`src/hdl/pulse_out_pkg.sv`:
```
// constants and register map of the pulse output next-data block
// Functional notes
// [RULE1] port B output data, 8 bits, reset zero
// [RULE2] enabled port B bits ignore software writes
// [RULE3] low next-data copied to port A on trigger
// [RULE4] low next-data clears on reset and hardware standby
// [RULE5] shared low trigger: byte at first, ones at second
// [RULE6] separate low triggers: nibbles split across addresses
// [RULE7] high next-data copied to port B on trigger
// [RULE8] high next-data clears on reset and hardware standby
// [RULE9] shared high trigger: byte at first, ones at second
// [RULE10] separate high triggers: nibbles split across addresses
// [RULE11] low side copies only enabled bits
// [RULE12] low enable register read/write, clears at reset
// [RULE13] high side copies only enabled bits
// [RULE14] high enable register read/write, clears at reset
// [RULE15] 2-bit field per group selects timer channel
// [RULE16] software sets direction bits for used pins
// [RULE17] compare-match pulse transfers once, whole group together
// [RULE18] sharing decided by comparing paired select fields
package pulse_out_pkg;
	localparam logic [15:0] ADDR_HIGH_NEXT_ENABLE = 16'hFFA2;
	localparam logic [15:0] ADDR_LOW_NEXT_ENABLE = 16'hFFA3;
	localparam logic [15:0] ADDR_HIGH_SHARED = 16'hFFA4;
	localparam logic [15:0] ADDR_LOW_SHARED = 16'hFFA5;
	localparam logic [15:0] ADDR_HIGH_GROUP2_SEP = 16'hFFA6;
	localparam logic [15:0] ADDR_LOW_GROUP0_SEP = 16'hFFA7;
	localparam logic [15:0] ADDR_TRIGGER_SELECT = 16'hFFA1;
	localparam logic [15:0] ADDR_PORT_A_DATA = 16'hFFD3;
	localparam logic [15:0] ADDR_PORT_B_DATA = 16'hFFD6;
	localparam logic [7:0] RESET_NEXT_DATA = 8'h00;
	localparam logic [7:0] RESET_ENABLE = 8'h00;
	localparam logic [7:0] RESET_PORT_DATA = 8'h00;
	localparam logic [7:0] RESET_TRIGGER_SELECT = 8'hFF;
	localparam logic [3:0] RESERVED_NIBBLE = 4'hF;
	localparam logic [31:0] READ_ALL_ONES = 32'h000000FF;
	localparam int GROUPS = 4;
	localparam int SELECT_WIDTH = 2;
	localparam logic [1:0] AXI_OKAY = 2'h0;
	localparam logic [1:0] AXI_SLVERR = 2'h2;
endpackage

```
`src/hdl/trigger_if.sv`:
```
// group trigger carrier between register block and trigger selector
`timescale 1ns/100ps
`default_nettype none
interface trigger_if;
	logic [7:0] trigger_select;
	logic [3:0] compare_match;
	logic [3:0] group_fire;
	modport selector(input trigger_select, input compare_match,
		output group_fire);
	modport regs(output trigger_select, output compare_match,
		input group_fire);
endinterface
`default_nettype wire

```
`src/hdl/pulse_output_next_data_regs.sv`:
```
// next-data staging and transfer logic with AXI4-Lite register slave
`timescale 1ns/100ps
`default_nettype none
module pulse_output_next_data_regs (
	// clock and reset
	input wire logic clk,
	input wire logic arst_n,
	// hardware standby clears, software standby does not
	input wire logic hw_standby,
	// timer channel compare-match pulses, one clock each
	input wire logic [3:0] compare_match,
	// pulse output pins
	output logic [7:0] port_a_output_data,
	output logic [7:0] port_b_output_data,
	// axi4-lite write address
	input wire logic awvalid,
	output logic awready,
	input wire logic [31:0] awaddr,
	// axi4-lite write data
	input wire logic wvalid,
	output logic wready,
	input wire logic [31:0] wdata,
	input wire logic [3:0] wstrb,
	// axi4-lite write response
	output logic bvalid,
	input wire logic bready,
	output logic [1:0] bresp,
	// axi4-lite read address
	input wire logic arvalid,
	output logic arready,
	input wire logic [31:0] araddr,
	// axi4-lite read data
	output logic rvalid,
	input wire logic rready,
	output logic [31:0] rdata,
	output logic [1:0] rresp
);
	////////////////////////////////////////////////////////////////////////
	logic [7:0] low_next_data, next_low_next_data;
	logic [7:0] high_next_data, next_high_next_data;
	logic [7:0] low_next_data_enable, next_low_next_data_enable;
	logic [7:0] high_next_data_enable, next_high_next_data_enable;
	logic [7:0] trigger_select_register, next_trigger_select_register;
	logic [7:0] next_port_a_output_data, next_port_b_output_data;
	logic low_shared, high_shared;
	logic [3:0] fire;
	trigger_if trig ();

	// selector sees the live select fields
	assign trig.trigger_select = trigger_select_register;
	assign trig.compare_match = compare_match;
	assign fire = trig.group_fire;

	group_trigger_select u_sel (
		.trig(trig)
	);

	// sharing tracks the select fields every cycle
	assign low_shared = trigger_select_register[1:0] ==
		trigger_select_register[3:2]; // [RULE18]
	assign high_shared = trigger_select_register[5:4] ==
		trigger_select_register[7:6]; // [RULE18]

	////////////////////////////////////////////////////////////////////////
	// axi write channel state
	logic aw_held, next_aw_held, w_held, next_w_held;
	logic [15:0] wr_addr, next_wr_addr;
	logic [7:0] wr_byte, next_wr_byte;
	logic wr_lane, next_wr_lane;
	logic next_bvalid;
	logic [1:0] next_bresp;
	logic do_write, wr_hit;
	logic next_awready, next_wready;

	// address and data latched independently; response once both held
	always_comb begin
		next_aw_held = aw_held;
		next_w_held = w_held;
		next_wr_addr = wr_addr;
		next_wr_byte = wr_byte;
		next_wr_lane = wr_lane;
		if (awvalid && awready) begin
			next_aw_held = 1'b1;
			next_wr_addr = awaddr[17:2] ;
		end
		if (wvalid && wready) begin
			next_w_held = 1'b1;
			next_wr_byte = wdata[7:0];
			next_wr_lane = wstrb[0];
		end
		do_write = aw_held && w_held && !bvalid;
		if (do_write) begin
			next_aw_held = 1'b0;
			next_w_held = 1'b0;
		end
		next_awready = !next_aw_held && !(bvalid && !bready);
		next_wready = !next_w_held && !(bvalid && !bready);
		next_bvalid = bvalid;
		next_bresp = bresp;
		if (bvalid && bready) begin
			next_bvalid = 1'b0;
		end
		if (do_write) begin
			next_bvalid = 1'b1;
			next_bresp = wr_hit ? pulse_out_pkg::AXI_OKAY :
				pulse_out_pkg::AXI_SLVERR;
		end
	end

	// byte address is 4x index; word index kept in wr_addr
	always_comb begin
		unique case (wr_addr)
			pulse_out_pkg::ADDR_HIGH_NEXT_ENABLE,
			pulse_out_pkg::ADDR_LOW_NEXT_ENABLE,
			pulse_out_pkg::ADDR_HIGH_SHARED,
			pulse_out_pkg::ADDR_LOW_SHARED,
			pulse_out_pkg::ADDR_HIGH_GROUP2_SEP,
			pulse_out_pkg::ADDR_LOW_GROUP0_SEP,
			pulse_out_pkg::ADDR_TRIGGER_SELECT,
			pulse_out_pkg::ADDR_PORT_A_DATA,
			pulse_out_pkg::ADDR_PORT_B_DATA: wr_hit = 1'b1;
			default: wr_hit = 1'b0;
		endcase
	end

	always_ff @(posedge clk or negedge arst_n) begin
		if (!arst_n) begin
			aw_held <= 1'b0;
			w_held <= 1'b0;
			wr_addr <= 16'h0000;
			wr_byte <= 8'h00;
			wr_lane <= 1'b0;
			bvalid <= 1'b0;
			bresp <= 2'h0;
			awready <= 1'b0;
			wready <= 1'b0;
		end else begin
			aw_held <= next_aw_held;
			w_held <= next_w_held;
			wr_addr <= next_wr_addr;
			wr_byte <= next_wr_byte;
			wr_lane <= next_wr_lane;
			bvalid <= next_bvalid;
			bresp <= next_bresp;
			awready <= next_awready;
			wready <= next_wready;
		end
	end

	////////////////////////////////////////////////////////////////////////
	// register and output update; transfer beats a same-cycle cpu write
	logic sw_we;
	always_comb begin
		sw_we = do_write && wr_lane;
		next_low_next_data = low_next_data;
		next_high_next_data = high_next_data;
		next_low_next_data_enable = low_next_data_enable;
		next_high_next_data_enable = high_next_data_enable;
		next_trigger_select_register = trigger_select_register;
		next_port_a_output_data = port_a_output_data;
		next_port_b_output_data = port_b_output_data;
		if (sw_we) begin
			unique case (wr_addr)
				pulse_out_pkg::ADDR_LOW_NEXT_ENABLE:
					next_low_next_data_enable = wr_byte; // [RULE12]
				pulse_out_pkg::ADDR_HIGH_NEXT_ENABLE:
					next_high_next_data_enable = wr_byte; // [RULE14]
				pulse_out_pkg::ADDR_TRIGGER_SELECT:
					next_trigger_select_register = wr_byte; // [RULE15]
				pulse_out_pkg::ADDR_LOW_SHARED:
					if (low_shared) begin
						next_low_next_data = wr_byte; // [RULE5]
					end else begin
						next_low_next_data[7:4] = wr_byte[7:4]; // [RULE6]
					end
				pulse_out_pkg::ADDR_LOW_GROUP0_SEP:
					if (!low_shared) begin
						next_low_next_data[3:0] = wr_byte[3:0]; // [RULE6]
					end
				pulse_out_pkg::ADDR_HIGH_SHARED:
					if (high_shared) begin
						next_high_next_data = wr_byte; // [RULE9]
					end else begin
						next_high_next_data[7:4] = wr_byte[7:4]; // [RULE10]
					end
				pulse_out_pkg::ADDR_HIGH_GROUP2_SEP:
					if (!high_shared) begin
						next_high_next_data[3:0] = wr_byte[3:0]; // [RULE10]
					end
				pulse_out_pkg::ADDR_PORT_A_DATA:
					next_port_a_output_data = (port_a_output_data &
						low_next_data_enable) |
						(wr_byte & ~low_next_data_enable);
				pulse_out_pkg::ADDR_PORT_B_DATA:
					next_port_b_output_data = (port_b_output_data &
						high_next_data_enable) |
						(wr_byte & ~high_next_data_enable); // [RULE2]
				default: ;
			endcase
		end
		// whole nibble moves on its group pulse, enabled bits only
		for (int g = 0; g < 2; g++) begin
			if (fire[g]) begin
				for (int b = 4*g; b < 4*g+4; b++) begin
					if (low_next_data_enable[b]) begin
						next_port_a_output_data[b] =
							low_next_data[b]; // [RULE3] [RULE11] [RULE17]
					end
				end
			end
			if (fire[g+2]) begin
				for (int b = 4*g; b < 4*g+4; b++) begin
					if (high_next_data_enable[b]) begin
						next_port_b_output_data[b] =
							high_next_data[b]; // [RULE7] [RULE13] [RULE17]
					end
				end
			end
		end
	end

	// hardware standby acts like reset; software standby keeps state
	always_ff @(posedge clk or negedge arst_n) begin
		if (!arst_n) begin
			low_next_data <= pulse_out_pkg::RESET_NEXT_DATA; // [RULE4]
			high_next_data <= pulse_out_pkg::RESET_NEXT_DATA; // [RULE8]
			low_next_data_enable <= pulse_out_pkg::RESET_ENABLE;
			high_next_data_enable <= pulse_out_pkg::RESET_ENABLE;
			trigger_select_register <= pulse_out_pkg::RESET_TRIGGER_SELECT;
			port_a_output_data <= pulse_out_pkg::RESET_PORT_DATA;
			port_b_output_data <= pulse_out_pkg::RESET_PORT_DATA; // [RULE1]
		end else if (hw_standby) begin
			low_next_data <= pulse_out_pkg::RESET_NEXT_DATA; // [RULE4]
			high_next_data <= pulse_out_pkg::RESET_NEXT_DATA; // [RULE8]
			low_next_data_enable <= pulse_out_pkg::RESET_ENABLE; // [RULE12]
			high_next_data_enable <= pulse_out_pkg::RESET_ENABLE; // [RULE14]
			trigger_select_register <= pulse_out_pkg::RESET_TRIGGER_SELECT;
			port_a_output_data <= pulse_out_pkg::RESET_PORT_DATA;
			port_b_output_data <= pulse_out_pkg::RESET_PORT_DATA; // [RULE1]
		end else begin
			low_next_data <= next_low_next_data;
			high_next_data <= next_high_next_data;
			low_next_data_enable <= next_low_next_data_enable;
			high_next_data_enable <= next_high_next_data_enable;
			trigger_select_register <= next_trigger_select_register;
			port_a_output_data <= next_port_a_output_data;
			port_b_output_data <= next_port_b_output_data;
		end
	end

	////////////////////////////////////////////////////////////////////////
	// read channel: one read at a time, answer one cycle after accept
	logic next_arready, next_rvalid;
	logic [31:0] next_rdata, rd_value;
	logic [1:0] next_rresp;
	logic rd_hit;
	logic [15:0] rd_addr;

	// reserved nibbles read as ones
	always_comb begin
		rd_addr = araddr[17:2];
		rd_hit = 1'b1;
		rd_value = 32'h00000000;
		unique case (rd_addr)
			pulse_out_pkg::ADDR_LOW_NEXT_ENABLE:
				rd_value[7:0] = low_next_data_enable;
			pulse_out_pkg::ADDR_HIGH_NEXT_ENABLE:
				rd_value[7:0] = high_next_data_enable;
			pulse_out_pkg::ADDR_TRIGGER_SELECT:
				rd_value[7:0] = trigger_select_register;
			pulse_out_pkg::ADDR_PORT_A_DATA:
				rd_value[7:0] = port_a_output_data;
			pulse_out_pkg::ADDR_PORT_B_DATA:
				rd_value[7:0] = port_b_output_data;
			pulse_out_pkg::ADDR_LOW_SHARED:
				rd_value[7:0] = low_shared ? low_next_data :
					{low_next_data[7:4], pulse_out_pkg::RESERVED_NIBBLE};
			pulse_out_pkg::ADDR_LOW_GROUP0_SEP:
				rd_value[7:0] = low_shared ?
					pulse_out_pkg::READ_ALL_ONES[7:0] :
					{pulse_out_pkg::RESERVED_NIBBLE,
					low_next_data[3:0]}; // [RULE5] [RULE6]
			pulse_out_pkg::ADDR_HIGH_SHARED:
				rd_value[7:0] = high_shared ? high_next_data :
					{high_next_data[7:4], pulse_out_pkg::RESERVED_NIBBLE};
			pulse_out_pkg::ADDR_HIGH_GROUP2_SEP:
				rd_value[7:0] = high_shared ?
					pulse_out_pkg::READ_ALL_ONES[7:0] :
					{pulse_out_pkg::RESERVED_NIBBLE,
					high_next_data[3:0]}; // [RULE9] [RULE10]
			default: rd_hit = 1'b0;
		endcase
	end

	always_comb begin
		next_rvalid = rvalid;
		next_rdata = rdata;
		next_rresp = rresp;
		next_arready = arready;
		if (rvalid && rready) begin
			next_rvalid = 1'b0;
			next_arready = 1'b1;
		end
		if (arvalid && arready) begin
			next_arready = 1'b0;
			next_rvalid = 1'b1;
			next_rdata = rd_value;
			next_rresp = rd_hit ? pulse_out_pkg::AXI_OKAY :
				pulse_out_pkg::AXI_SLVERR;
		end
		if (!arready && !rvalid && !(arvalid && arready)) begin
			next_arready = 1'b1;
		end
	end

	always_ff @(posedge clk or negedge arst_n) begin
		if (!arst_n) begin
			arready <= 1'b0;
			rvalid <= 1'b0;
			rdata <= 32'h00000000;
			rresp <= 2'h0;
		end else begin
			arready <= next_arready;
			rvalid <= next_rvalid;
			rdata <= next_rdata;
			rresp <= next_rresp;
		end
	end
endmodule
`default_nettype wire

```
`src/hdl/group_trigger_select.sv`:
```
// per-group selection of the timer compare-match pulse
`timescale 1ns/100ps
`default_nettype none
module group_trigger_select (
	// select fields in, group pulses out
	trigger_if.selector trig
);
	// one mux per group, pulse passes straight through
	genvar g;
	generate
		for (g = 0; g < pulse_out_pkg::GROUPS; g++) begin : g_group
			always_comb begin
				trig.group_fire[g] = trig.compare_match[trig.trigger_select[
					pulse_out_pkg::SELECT_WIDTH*g +:
					pulse_out_pkg::SELECT_WIDTH]]; // [RULE15] [RULE17]
			end
		end
	endgenerate
endmodule
`default_nettype wire

```
`config.mk`:
```
export PLATFORM = sky130hd
export DESIGN_NAME = pulse_output_next_data_regs
export DESIGN_NICKNAME = d
export VERILOG_FILES = /design/src/hdl/pulse_out_pkg.sv /design/src/hdl/trigger_if.sv /design/src/hdl/pulse_output_next_data_regs.sv /design/src/hdl/group_trigger_select.sv
export SDC_FILE = /design/constraint.sdc
export NUM_CORES = 1
export LEC_CHECK = 0
export BUFFER_PORTS_ARGS = -buffer_cell sky130_fd_sc_hd__buf_2
export CAP_MARGIN = 10
export CORE_MARGIN = 4
export CORE_UTILIZATION = 47
export CTS_CLUSTER_SIZE = 28
export DETAILED_ROUTE_END_ITERATION = 16
export PLACE_DENSITY = 0.77
export SKIP_CTS_REPAIR_TIMING = 1
export SYNTH_ARGS = -nofsm -noshare
export SYNTH_HDL_FRONTEND = slang
export SYNTH_SLANG_ARGS = --single-unit
export TNS_END_PERCENT = 10
```
`constraint.sdc`:
```
create_clock -name clk -period 2.2 [get_ports clk]
set_input_delay 0.11 -clock clk [delete_from_list [all_inputs] [get_ports clk]]
set_output_delay 0.11 -clock clk [all_outputs]
set_load 0.02 [all_outputs]
```
==> reports/metrics.csv <==
stage,metric,value,unit
die,io_pins,169,
power,vdd_drop_max,843,uV
die,fp.dieW,115,um
global_routing,grt_pass1_vias,4389,
synth,syn_avg_cell_area,10.2,um^2
sta,relSlewSlack,57.0,%
placement,placed_cells,751,
clock_tree,cts_inserted_buffers,9,
power,leakage,2.91,nW
die,die-area,13300,um^2
die,coreArea,11100,um^2
route,wirelength,14000,um
route,wl_per_cell,18.0,um
final_layout,drive_gt1_share,30.4,%
clock_tree,tritoncts,yes,
final_layout,antennaDiodeCount,0,
clock_tree,cts.sinks,98,
final_layout,area_growth,18.1,%
synth,synth_cell_types,62,
global_routing,grt_first_pass_wirelength,21800,um
synth,syn_inst,532,
placement,gp_congestion,0.925,
route,drt-initial-drc-count,389,
die,die_h,115,um
route,vias,4520,
run_status,violations,negative hold slack,
run_status,status,finished with violations,
sta,tightest_slew,639,ps
route,ant_nets,0,
sta,hold_viol_final,6,
sta,fin_ws,37.1,ps
power,power.total,5.58,mW
min_path,hp-class,input port to flip-flop,
sta,finalCritPeriodShare,98.3,%
synth,synth-seq-cells,98,
sta,fin_skew,8.48,ps
final_layout,fin_area,6410,um^2
setup_path,required,2430,ps
setup_path,crit_type,flip-flop to flip-flop,
power,p_per_area,871,nW/um^2
synth,yosysWarnings,0,
synth,yosysSeqAreaShare,45.4,%
die,initial_core_util,49.0,%
setup_path,cp-start-kind,flip-flop,
final_layout,stdcell_count,778,
setup_path,cp.arrival,2390,ps
final_layout,final_util,57.8,%
global_routing,grt_max_degree,99,
clock_tree,clkTransAtPathRegs,60,ps
placement,place_ws,-17.6,ps
synth,synth_edf_count,0,
sta,hold-worst-slack,-3.39,ps
sta,period_needed,2160,ps
clock_tree,cts-root-buf,clkbuf_16,
route,routed_via_density,5.81,
clock_tree,clockBufferDepth,2,
placement,dp_hpwl,10200,um
die,rows,38,
sta,rsz0062_at_grt,yes,
synth,synth_area,5430,um^2
placement,placed_area,5990,um^2
setup_path,crit_fanout,8,
global_routing,grt.total_usage,20.8,%
global_routing,antenna_found_initial,0,
placement,port_buffers,83,
sta,finalMaxSlewViolations,0,
clock_tree,clkLatencyLatePin,350,ps
route,first_pass_iters,6,
sta,fmax,462,MHz
sta,setup_viol,0,
clock_tree,h-tree-depth,3,
job,maxCapViolCount,0,
setup_path,end_kind,flip-flop,
route,drc,0,
final_layout,nNetsFinal,745,
sta,final.setup.tns,0,ps
final_layout,n_fill_cell,939,
synth,ys.flop_type,dfrtp_1,
synth,synthArstFlopShare,100,%
global_routing,grt_overflow,0,
## critical path, stage by stage, from the launching register on
cell	delay [ps]
dfrtp_1	370
nand2_1	70
or4_4	560
or4_4	660
o31a_1	290
o21a_1	100
## layout make-up
type | count | area (um^2) | share of cell area, %
sequential | 98 | 2460 | 38.4
clock inverter | 4 | 50.0 | 0.781
multi-input combinational | 387 | 2690 | 41.9
tap | 140 | 175 | 2.73
inverter | 20 | 75.1 | 1.17
clock buffer | 12 | 256 | 4.00
timing repair buffer | 117 | 703 | 11.0
## flip-flops by register name, summed over array words and instances, names as in the netlist
register	cells
arready	1
aw_held	1
awready	1
bresp	1
bvalid	1
high_next_data	8
high_next_data_enable	8
low_next_data	8
low_next_data_enable	8
port_a_output_data	8
port_b_output_data	8
rdata	8
rresp	1
rvalid	1
trig.trigger_select	8
w_held	1
wr_addr	16
wr_byte	8
wr_lane	1
wready	1
## report_power, final
group	internal, mW	switching (mW)	total, mW
registers	2.21	0.460	2.67
clock network	0.941	0.652	1.59
logic	0.640	0.680	1.32
total	3.79	1.79	5.58
## Yosys cell counts, drive strengths merged (8+ instances only)
| library cell | count | share of area, % |
|---|---|---|
| nor2 | 35 | 2.4 |
| buf | 34 | 4.6 |
| a22oi | 9 | 1.2 |
| nand2 | 35 | 2.4 |
| nor4 | 11 | 1.7 |
| nand3b | 16 | 2.2 |
| dfrtp | 90 | 41 |
| nand3 | 11 | 1.0 |
| mux2 | 36 | 7.5 |
| inv | 19 | 1.3 |
| a21oi | 20 | 1.8 |
| dfstp | 8 | 3.9 |
| mux2i | 23 | 4.2 |
| o21ai | 38 | 3.5 |
| clkbuf | 19 | 1.3 |
| o31a | 8 | 1.3 |
| nor2b | 9 | 1.0 |
| o21a | 9 | 1.2 |
| a31oi | 10 | 1.2 |
## path summary, 6_finish.rpt
kind,from,endpoint,slack [ps],cells after the start
worst max-delay path,wr_addr[9],port_b_output_data[7],40,5
min in group asynchronous,arst_n,port_b_output_data[4],350,3
worst min-delay path,wdata[3],wr_byte[3],-3,2
worst min register to register,rdata[1],rdata[1],490,2
worst max register to register,wr_addr[9],port_b_output_data[7],40,5
max in group asynchronous,arst_n,trig.trigger_select[1],1430,3
## cells in the final DEF (no fill, tap or decap), drive strengths merged, types with 9 or more instances in the layout
cell type  netlist  routed
a21oi           20      20
a22oi            9       9
a31oi           10      10
buf             34     110
clkbuf          19      12
conb             1      26
dfrtp           90      90
inv             19      19
mux2            36      36
mux2i           23      23
nand2           35      35
nand3           11      11
nand3b          16      16
nor2            35      35
nor2b            9       9
nor4            11      11
o21a             9       9
o21ai           38      38
## per-layer routing
| layer | share of wire (%) | track usage (%) |
|---|---|---|
| met2 | 46 | 32.8 |
| met5 | 0 | 0 |
| met3 | 9.0 | 4.23 |
| met4 | 1.8 | 7.04 |
| met1 | 43 | 28.9 |
## cells by family after synthesis
group,count (synthesis),synth area share (%)
xor+xnor,7,1.13
mux,63,13.4
simple gates,152,15.6
flops,98,45.4
compound gates,138,17.2
other cells,1,0.0691
buf+inv,73,7.26
No activity file was read; power rests on OpenSTA's default activity.
